<file path="config.mk">
export PLATFORM = sky130hd
export DESIGN_NAME = dword_add_div_unit
export DESIGN_NICKNAME = d
export VERILOG_FILES = /design/src/inc/dword_div_pkg.sv /design/src/core/dword_add_div_unit.sv
export SDC_FILE = /design/constraint.sdc
export NUM_CORES = 2
export LEC_CHECK = 0
export BUFFER_PORTS_ARGS = -buffer_cell sky130_fd_sc_hd__buf_2
export CAP_MARGIN = 20
export CORE_ASPECT_RATIO = 0.75
export CORE_MARGIN = 2
export CORE_UTILIZATION = 57
export CTS_CLUSTER_SIZE = 28
export DETAILED_ROUTE_END_ITERATION = 12
export GPL_ROUTABILITY_DRIVEN = 1
export PLACE_DENSITY = 0.78
export SLEW_MARGIN = 15
export SYNTH_ARGS = -nofsm -noshare
export SYNTH_HDL_FRONTEND = slang
export SYNTH_SLANG_ARGS = --single-unit
</file>
<file path="constraint.sdc">
create_clock -name clk_i -period 25.6 [get_ports clk_i]
set_input_delay 3.84 -clock clk_i [delete_from_list [all_inputs] [get_ports clk_i]]
set_output_delay 3.84 -clock clk_i [all_outputs]
set_load 0.01 [all_outputs]
</file>
<file path="src/inc/dword_div_pkg.sv">
// Package: opcode fields, function codes, timing and carrier structs for the add/divide unit
package dword_div_pkg;
  // ------------------------------------------------------------
  // Instruction fields
  // ------------------------------------------------------------
  localparam logic [5:0] MAJOR_SPECIAL      = 6'h00;
  localparam logic [5:0] FN_DWORD_SUM_NT    = 6'h2d;
  localparam logic [5:0] FN_SIGNED_DWORD_Q  = 6'h1e;
  localparam logic [5:0] FN_UNSIGNED_DWORD_Q = 6'h1f;
  localparam logic [5:0] FN_SIGNED_WORD_Q   = 6'h1a;
  localparam logic [5:0] FN_UNSIGNED_WORD_Q = 6'h1b;
  localparam logic [4:0] SHAMT_ZERO         = 5'h00;
  localparam logic [9:0] DIV_PAD_ZERO       = 10'h000;
  localparam int         MAJOR_LSB          = 26;
  localparam int         SRC_A_LSB          = 21;
  localparam int         SRC_B_LSB          = 16;
  localparam int         DEST_LSB           = 11;
  localparam int         SHAMT_LSB          = 6;

  // ------------------------------------------------------------
  // Timing and reset values
  // ------------------------------------------------------------
  // One quotient bit per cycle, the last one written straight to the result registers
  localparam int          DWORD_STEPS  = 64;
  localparam int          WORD_STEPS   = 32;
  localparam logic [6:0]  STEP_CNT_RST = 7'h00;
  localparam logic [63:0] RESULT_RST   = 64'h0000_0000_0000_0000;

  typedef struct packed {
    logic        valid;
    logic [31:0] word;
    logic        mode64;
    logic        user_or_super;
  } issue_s;

  typedef struct packed {
    logic        valid;
    logic [4:0]  dest;
    logic [63:0] data;
  } wback_s;
endpackage : dword_div_pkg

</file>
<file path="src/core/dword_add_div_unit.sv">
// Doubleword no-trap add and divide slice with bottom/top result registers
//
// How it works
// - Sum decode: major zero, shamt zero, fn 101101
// - Sum of both sources written to dest
// - Sum never raises an overflow trap
// - Dword ops trap reserved in 32-bit user/super
// - Divide decode: major zero, bits 15-6 zero
// - Signed divides use two's complement operands
// - Unsigned divides use unsigned operands
// - Divides raise no arithmetic trap; zero divisor undefined
// - Quotient to bottom half, remainder top
// - Word divide uses low 32, sign-extends results
// - Results undefined until final result cycle
module dword_add_div_unit (
  input  wire logic                   clk_i,
  input  wire logic                   sys_rst_i,
  input  wire dword_div_pkg::issue_s  issue_i,
  input  wire logic [63:0]            src_a_i,
  input  wire logic [63:0]            src_b_i,
  output logic [4:0]                  src_a_field_o,
  output logic [4:0]                  src_b_field_o,
  output dword_div_pkg::wback_s       wback_o,
  output logic                        reserved_exc_o,
  output logic                        div_busy_o,
  output logic                        div_done_o,
  output logic [63:0]                 result_bottom_half_reg_o,
  output logic [63:0]                 result_top_half_reg_o
);

  // ------------------------------------------------------------
  // Decode
  // ------------------------------------------------------------
  typedef enum logic [1:0] {
    ST_IDLE = 2'b01,
    ST_RUN  = 2'b10
  } div_state_e;

  logic [5:0] major;
  logic [5:0] fn;
  logic [4:0] shamt;
  logic [9:0] div_pad;
  logic [4:0] dest;
  logic       is_sum;
  logic       is_div;
  logic       is_dword;
  logic       is_signed;
  logic       is_word;
  logic       trap_rsvd;

  assign major   = issue_i.word[31:dword_div_pkg::MAJOR_LSB];
  assign fn      = issue_i.word[5:0];
  assign shamt   = issue_i.word[10:dword_div_pkg::SHAMT_LSB];
  assign div_pad = issue_i.word[15:dword_div_pkg::SHAMT_LSB];
  assign dest    = issue_i.word[15:dword_div_pkg::DEST_LSB];

  assign is_sum = (major == dword_div_pkg::MAJOR_SPECIAL) && (shamt == dword_div_pkg::SHAMT_ZERO)
                  && (fn == dword_div_pkg::FN_DWORD_SUM_NT);
  assign is_div = (major == dword_div_pkg::MAJOR_SPECIAL) && (div_pad == dword_div_pkg::DIV_PAD_ZERO)
                  && ((fn == dword_div_pkg::FN_SIGNED_DWORD_Q) || (fn == dword_div_pkg::FN_UNSIGNED_DWORD_Q)
                  || (fn == dword_div_pkg::FN_SIGNED_WORD_Q) || (fn == dword_div_pkg::FN_UNSIGNED_WORD_Q));
  assign is_dword  = is_sum || (is_div && fn[2]);
  assign is_signed = !fn[0];
  assign is_word   = !fn[2];
  // Dword ops exist only in 64-bit mode or kernel
  assign trap_rsvd = issue_i.valid && is_dword && !issue_i.mode64 && issue_i.user_or_super;

  // ------------------------------------------------------------
  // Operand preparation
  // ------------------------------------------------------------
  logic [63:0] op_a;
  logic [63:0] op_b;
  logic        neg_q;
  logic        neg_r;
  logic        start;
  logic        accept;

  always_comb begin
    op_a  = src_a_i;
    op_b  = src_b_i;
    neg_q = 1'b0;
    neg_r = 1'b0;
    if (is_word) begin
      // Only the low word takes part in a word divide
      op_a = {{32{is_signed & src_a_i[31]}}, src_a_i[31:0]};
      op_b = {{32{is_signed & src_b_i[31]}}, src_b_i[31:0]};
    end
    if (is_signed) begin
      neg_q = op_a[63] ^ op_b[63];
      neg_r = op_a[63];
      if (op_a[63]) begin
        op_a = -op_a;
      end
      if (op_b[63]) begin
        op_b = -op_b;
      end
    end
  end

  // ------------------------------------------------------------
  // Divide engine, restoring, one bit per cycle
  // ------------------------------------------------------------
  div_state_e  state_r;
  logic [6:0]  step_r;
  logic [63:0] quo_r;
  logic [63:0] rem_r;
  logic [63:0] dvs_r;
  logic        neg_q_r;
  logic        neg_r_r;
  logic        word_r;
  logic [65:0] trial;
  logic [63:0] rem_shift;
  logic        last_step;

  // A new divide while busy is dropped; the pipeline must hold it off
  assign start     = issue_i.valid && is_div && !trap_rsvd && (state_r == ST_IDLE);
  assign accept    = issue_i.valid && is_sum && !trap_rsvd;
  assign rem_shift = {rem_r[62:0], quo_r[63]};
  // Keeps the remainder's top bit, lost for divisors above 2^63
  assign trial     = {1'b0, rem_r, quo_r[63]} - {2'b00, dvs_r};
  assign last_step = (step_r == 7'h01);

  always_ff @(posedge clk_i or posedge sys_rst_i) begin
    if (sys_rst_i) begin
      state_r <= ST_IDLE;
      step_r  <= dword_div_pkg::STEP_CNT_RST;
    end else begin
      case (state_r)
        ST_IDLE: begin
          if (start) begin
            state_r <= ST_RUN;
            step_r  <= is_word ? 7'(dword_div_pkg::WORD_STEPS) : 7'(dword_div_pkg::DWORD_STEPS);
          end
        end
        ST_RUN: begin
          step_r <= step_r - 7'h01;
          if (last_step) begin
            state_r <= ST_IDLE;
          end
        end
        default: begin
          state_r <= ST_IDLE;
          step_r  <= dword_div_pkg::STEP_CNT_RST;
        end
      endcase
    end
  end

  always_ff @(posedge clk_i or posedge sys_rst_i) begin
    if (sys_rst_i) begin
      quo_r   <= dword_div_pkg::RESULT_RST;
      rem_r   <= dword_div_pkg::RESULT_RST;
      dvs_r   <= dword_div_pkg::RESULT_RST;
      neg_q_r <= 1'b0;
      neg_r_r <= 1'b0;
      word_r  <= 1'b0;
    end else if (start) begin
      // Word divide shifts its dividend up so 32 steps suffice
      quo_r   <= is_word ? {op_a[31:0], 32'h0000_0000} : op_a;
      rem_r   <= dword_div_pkg::RESULT_RST;
      dvs_r   <= op_b;
      neg_q_r <= neg_q;
      neg_r_r <= neg_r;
      word_r  <= is_word;
    end else if (state_r == ST_RUN) begin
      // Zero divisor gives dividend remainder; all-ones quotient, or 1 for a negative signed dividend
      if (!trial[65]) begin
        rem_r <= trial[63:0];
        quo_r <= {quo_r[62:0], 1'b1};
      end else begin
        rem_r <= rem_shift;
        quo_r <= {quo_r[62:0], 1'b0};
      end
    end
  end

  // ------------------------------------------------------------
  // Result registers
  // ------------------------------------------------------------
  logic [63:0] q_fin;
  logic [63:0] r_fin;
  logic [63:0] q_last;
  logic [63:0] r_last;

  assign q_last = {quo_r[62:0], !trial[65]};
  assign r_last = trial[65] ? rem_shift : trial[63:0];

  always_comb begin
    q_fin = neg_q_r ? -q_last : q_last;
    r_fin = neg_r_r ? -r_last : r_last;
    if (word_r) begin
      q_fin = {{32{q_fin[31]}}, q_fin[31:0]};
      r_fin = {{32{r_fin[31]}}, r_fin[31:0]};
    end
  end

  // Registers change only in the result cycle, never mid-divide
  always_ff @(posedge clk_i or posedge sys_rst_i) begin
    if (sys_rst_i) begin
      result_bottom_half_reg_o <= dword_div_pkg::RESULT_RST;
      result_top_half_reg_o    <= dword_div_pkg::RESULT_RST;
      div_done_o               <= 1'b0;
    end else begin
      div_done_o <= (state_r == ST_RUN) && last_step;
      if ((state_r == ST_RUN) && last_step) begin
        result_bottom_half_reg_o <= q_fin;
        result_top_half_reg_o    <= r_fin;
      end
    end
  end

  always_ff @(posedge clk_i or posedge sys_rst_i) begin
    if (sys_rst_i) begin
      div_busy_o <= 1'b0;
    end else begin
      div_busy_o <= start || ((state_r == ST_RUN) && !last_step);
    end
  end

  // ------------------------------------------------------------
  // Sum write-back and exception
  // ------------------------------------------------------------
  always_ff @(posedge clk_i or posedge sys_rst_i) begin
    if (sys_rst_i) begin
      wback_o        <= '0;
      reserved_exc_o <= 1'b0;
      src_a_field_o  <= 5'h00;
      src_b_field_o  <= 5'h00;
    end else begin
      // Carry out is discarded, no overflow path exists
      wback_o.valid  <= accept;
      wback_o.dest   <= dest;
      wback_o.data   <= src_a_i + src_b_i;
      reserved_exc_o <= trap_rsvd;
      src_a_field_o  <= issue_i.word[25:dword_div_pkg::SRC_A_LSB];
      src_b_field_o  <= issue_i.word[20:dword_div_pkg::SRC_B_LSB];
    end
  end

  // ------------------------------------------------------------
  // Checks
  // ------------------------------------------------------------
  sum_value_a: assert property (@(posedge clk_i) disable iff (sys_rst_i)
    accept |=> wback_o.valid && (wback_o.data == $past(src_a_i) + $past(src_b_i)))
    else $error("sum result wrong");
  sum_decode_a: assert property (@(posedge clk_i) disable iff (sys_rst_i)
    wback_o.valid |-> $past(fn) == 6'h2d && $past(shamt) == 5'h00)
    else $error("sum decoded from wrong code");
  rsvd_trap_a: assert property (@(posedge clk_i) disable iff (sys_rst_i)
    (issue_i.valid && is_dword && !issue_i.mode64 && issue_i.user_or_super)
    |=> reserved_exc_o && !wback_o.valid)
    else $error("missing reserved trap");
  no_trap_a: assert property (@(posedge clk_i) disable iff (sys_rst_i)
    (issue_i.valid && (is_div || is_sum) && issue_i.mode64) |=> !reserved_exc_o)
    else $error("trap in 64-bit mode");
  div_start_a: assert property (@(posedge clk_i) disable iff (sys_rst_i)
    start |=> div_busy_o)
    else $error("divide not started");
  word_time_a: assert property (@(posedge clk_i) disable iff (sys_rst_i)
    (start && is_word) |-> ##33 div_done_o)
    else $error("word divide timing");
  dword_time_a: assert property (@(posedge clk_i) disable iff (sys_rst_i)
    (start && !is_word) |-> ##65 div_done_o)
    else $error("dword divide timing");
  hold_mid_a: assert property (@(posedge clk_i) disable iff (sys_rst_i)
    !div_done_o |-> $stable(result_bottom_half_reg_o) && $stable(result_top_half_reg_o))
    else $error("result changed mid-divide");
  word_sext_a: assert property (@(posedge clk_i) disable iff (sys_rst_i)
    (div_done_o && $past(word_r)) |-> result_bottom_half_reg_o[63:32] == {32{result_bottom_half_reg_o[31]}}
    && result_top_half_reg_o[63:32] == {32{result_top_half_reg_o[31]}})
    else $error("word result not sign-extended");
  udiv_val_a: assert property (@(posedge clk_i) disable iff (sys_rst_i)
    (start && fn == 6'h1f && op_b != 64'h0)
    |-> ##65 result_bottom_half_reg_o == $past(op_a, 65) / $past(op_b, 65)
    && result_top_half_reg_o == $past(op_a, 65) % $past(op_b, 65))
    else $error("unsigned divide wrong");
  sdiv_val_a: assert property (@(posedge clk_i) disable iff (sys_rst_i)
    (start && fn == 6'h1a && src_b_i[31:0] != 32'h0
     && !(src_a_i[31:0] == 32'h8000_0000 && src_b_i[31:0] == 32'hffff_ffff))
    |-> ##33 result_bottom_half_reg_o[31:0]
    == 32'($signed($past(src_a_i[31:0], 33)) / $signed($past(src_b_i[31:0], 33))))
    else $error("signed word divide wrong");
  done_pulse_a: assert property (@(posedge clk_i) disable iff (sys_rst_i)
    div_done_o |=> !div_done_o)
    else $error("done held over two cycles");
  busy_clear_a: assert property (@(posedge clk_i) disable iff (sys_rst_i)
    div_done_o |-> !div_busy_o)
    else $error("busy high with done");
  word_no_trap_a: assert property (@(posedge clk_i) disable iff (sys_rst_i)
    (issue_i.valid && is_div && !is_dword) |=> !reserved_exc_o)
    else $error("word divide trapped");
  zero_quot_a: assert property (@(posedge clk_i) disable iff (sys_rst_i)
    (start && fn == 6'h1f && op_b == 64'h0) |-> ##65 result_bottom_half_reg_o == 64'hffff_ffff_ffff_ffff)
    else $error("zero divisor quotient wrong");
  sum_dest_a: assert property (@(posedge clk_i) disable iff (sys_rst_i)
    accept |=> wback_o.dest == $past(issue_i.word[15:11]))
    else $error("sum destination wrong");
  src_field_a: assert property (@(posedge clk_i) disable iff (sys_rst_i)
    issue_i.valid |=> src_a_field_o == $past(issue_i.word[25:21]) && src_b_field_o == $past(issue_i.word[20:16]))
    else $error("source fields wrong");

endmodule : dword_add_div_unit

</file>
==> key figures <==
Outcome
  • Status: finished, final reports clean

Power and ir drop
  • Peak supply drop: 0.0534 mV
  • Pwr/cell area: 46.3 mW/mm²
  • Leak: 0.0156 µW

Floorplanning
  • IO Pins: 376
  • Die H: 207 µm
  • Row count: 74
  • Die width: 274 µm
  • Core ar.: 0.0543 mm²
  • Initial Util: 57.5%
  • Die footprint: 0.0568 mm²

Clock tree
  • CTS sink cnt: 415
  • Setup Buffers After CTS: 0
  • Clk buf depth: 3
  • Hold_buf cts: 0
  • CTS Buf Count: 44
  • CTS tree: done
  • Worst-path clk slew: 0.06 ns
  • Clock Latency Late Sink: 0.61 ns
  • H-tree levels: 2
  • Post_cts resized: 0
  • Root buf cell: clkbuf_16

Global routing
  • Total global routing track utilization: 38.6%
  • Global-route wire length before repair: 168000 µm
  • GRT met2 Usage: 50.4%
  • Met3 GRT Util: 16.8%
  • Largest net degree at the start of global routing: 168
  • Initial antenna violation count: 2
  • Global Route met1 Usage: 57.8%
  • GR Overflow Total: 0
  • GRT busiest layer: met1
  • Vias in the first global route: 27900

Detailed routing
  • Via-to-Cell Ratio: 6.51
  • Via count: 31500
  • Pre-antenna DRT Iters: 8
  • DRT antenna net count: 0
  • Wire per inst: 23.1 µm
  • Final WL: 112000 µm
  • # DRC: 0
  • DR iter-0 viols: 4452

Timing
  • Worst clock skew: 0.0404 ns
  • Fmax: 128 MHz
  • Final Max Tran Viols: 0
  • Setup TNS: 0 ns
  • Count of final setup violators: 0
  • Fin crit share: 30.5%
  • Tmin final: 7.81 ns
  • Slew @ Worst Pin: 1.14 ns
  • RSZ-0062 raised after global routing: false
  • Relative slew slack: 23.5%
  • PnR worst setup slack: 17.79 ns
  • Final Hold Viols: 0

Cells and area
  • Nets: 4383
  • Layout Utilization: 64.4%
  • Share of cells above drive strength 1: 12.8%
  • Area grow syn2layout: 12.0%
  • Final instance area: 0.0350 mm²

Flow run
  • Maxcap violations: 0

Logic synthesis
  • Synth Instances: 3854
  • Main synth FF type: dfrtp_1
  • Ys async rst share: 100%
  • Mapped cell area: 0.0313 mm²
  • Post-synthesis sequential area ratio: 33.2%
  • Post-Syn Area per Cell: 8.11 µm²
  • Yosys warning total: 0
  • Yosys cell types: 100
  • Post-synth EDFFs: 0
  • Post-Syn Nets: 4156
  • Seq cells post-synth: 415

Place
  • Cell Area, Placed: 0.0334 mm²
  • Post-DP HPWL: 86000 µm
  • Number of port buffers: 375
  • DP Worst Slack: 17.35 ns
  • RD Place Congestion: 1.07

Critical path
  • Reg-to-reg endpoint: result_top_half_reg_o[46]$_DFFE_PP0P_
  • R2R setup slack: 17.92 ns
  • CP endpoint: quo_r[59]$_DFFE_PP0P_
  • Critical R2R Launch: rem_r[26]$_DFFE_PP0P_
  • Setup crit start: src_a_i[10]
  • Worst setup SP type: input port
  • WP data required: 26.06 ns
  • Crit-path max FO: 6
  • Worst Path Arrival: 8.27 ns
  • Crit Path Class: in -> reg
  • Critical path endpoint category: register
  • Worst-case reg-to-reg path depth: 20

Worst hold path
  • Hold Path Class: reg -> reg
sequential cells by signal, summed over array words and instances (netlist names):
| register | count |
|---|---|
| div_busy_o | 1 |
| div_done_o | 1 |
| dvs_r | 64 |
| neg_q_r | 1 |
| neg_r_r | 1 |
| quo_r | 64 |
| rem_r | 64 |
| reserved_exc_o | 1 |
| result_bottom_half_reg_o | 64 |
| result_top_half_reg_o | 64 |
| src_a_field_o | 5 |
| src_b_field_o | 5 |
| state_r | 2 |
| step_r | 7 |
| wback_o | 70 |
| word_r | 1 |
cell usage after synthesis (all sizes together) (11+ instances only):
master | number | area share [%]
nand2b | 38 | 0.76
buf | 54 | 0.77
o41ai | 27 | 0.76
a31oi | 36 | 0.77
a211o | 11 | 0.31
o31ai | 55 | 1.3
nand3 | 96 | 1.5
or4 | 36 | 0.91
inv | 117 | 1.4
and2 | 21 | 0.42
nor2 | 304 | 3.6
or2 | 14 | 0.28
o211ai | 51 | 1.3
nor4 | 45 | 0.92
a21boi | 13 | 0.31
xor2 | 141 | 4.0
dfrtp | 414 | 33
o21a | 30 | 0.72
and3 | 27 | 0.54
ha | 135 | 5.4
xnor2 | 182 | 5.1
o21ai | 456 | 7.4
nor3 | 77 | 1.3
a211oi | 81 | 2.0
o21bai | 14 | 0.34
mux2i | 115 | 3.7
nand4 | 52 | 1.1
nor2b | 28 | 0.56
or3 | 53 | 1.1
a21oi | 266 | 4.3
and4 | 11 | 0.31
nand2 | 474 | 5.7
clkbuf | 166 | 2.0
a21o | 65 | 1.6
cell families (layout without fill, tap and decap cells):
| family | count (synthesis) | after routing | share of synthesized area, % |
|---|---|---|---|
| and+or+nand+nor | 1311 | 1311 | 20.0 |
| xor gates and xnor gates | 323 | 323 | 9.05 |
| buffers and inverters | 338 | 600 | 4.19 |
| adders and majority gates | 137 | 137 | 5.53 |
| other | 0 | 3 | 0 |
| AOI/OAI and AO/OA | 1209 | 1209 | 24.1 |
| DFF | 415 | 415 | 33.2 |
| muxes | 121 | 121 | 3.90 |
power by group:
group | switching [µW] | internal (µW)
sequential | 7.18 | 679
combinational | 153 | 82.9
clock | 297 | 402
total | 456 | 1160
final cells by class:
class,instances,area [µm²]
antenna,3,7.51
clock buffer,59,1230
clock inverter,22,317
fill,4685,19300
inverter,118,450
multi-input combinational,3101,19600
sequential,415,10400
tap,722,903
timing repair buffer,401,2110
layout by cell type (no fill, tap or decap), types with 12 or more instances in the layout:
cell,n
dfrtp_1,413
a211oi_1,79
nor2b_1,28
o21ai_0,441
clkbuf_16,45
a21boi_0,13
nor4_1,44
and3_1,27
o211ai_1,49
nand2b_1,38
a21o_1,65
a21oi_1,263
o31ai_1,55
nand3_1,96
o21ai_1,12
a31oi_1,35
ha_1,134
o21bai_1,14
nand2_1,473
or3_1,53
and2_1,19
or4_1,32
buf_2,374
xor2_1,141
o41ai_1,27
nor2_1,304
nand4_1,51
mux2i_1,115
xnor2_1,182
nor3_1,76
o21a_1,30
buf_4,23
inv_1,115
metrics by stage:
step | total power, µW | instances | hold slack, ns
after global routing | 1670 | 4838 | 0.492
after CTS | 1620 | 4835 | 0.470
final | 1620 | 4841 | 0.468
after global placement | 926 | 4754 | 0.448
after floorplan | 830 | 3854 | 0.449
after detailed placement | 924 | 4754 | 0.456
critical path, cell delays in order:
cell and delay [ns]:
buf_2 0.14, or4_4 0.55, nor4_1 0.56, or3b_1 0.45, nor4_1 0.71, nand2_1 0.31
a211o_1 0.40, a21oi_1 0.36, nand3_1 0.19, o31ai_1 0.27, xor2_1 0.17, nand2_1 0.07
o211ai_1 0.13, o21ai_0 0.11
routing by layer:
layer | wire length [µm] | share of wire, % | up-vias
met1 | 47900 | 43 | 14900
li1 | - | - | 14400
met5 | 111 | 0.099 | -
met4 | 2630 | 2.4 | 6
met2 | 42400 | 38 | 2037
met3 | 18700 | 17 | 199
how the worst min path moves through the flow:
stage	end	start	slack [ns]	cells past startpoint
global route	result_bottom_half_reg_o[47]$_DFFE_PP0P_	result_bottom_half_reg_o[47]$_DFFE_PP0P_	0.49	2
detailed placement	result_top_half_reg_o[63]$_DFFE_PP0P_	result_top_half_reg_o[63]$_DFFE_PP0P_	0.46	2
floorplan	dvs_r[43]$_DFFE_PP0P_	dvs_r[43]$_DFFE_PP0P_	0.45	2
finish	result_top_half_reg_o[31]$_DFFE_PP0P_	result_top_half_reg_o[31]$_DFFE_PP0P_	0.47	2
global placement	result_top_half_reg_o[51]$_DFFE_PP0P_	result_top_half_reg_o[51]$_DFFE_PP0P_	0.45	2
CTS	result_top_half_reg_o[63]$_DFFE_PP0P_	result_top_half_reg_o[63]$_DFFE_PP0P_	0.47	2
(Power assumes the default switching activity.)
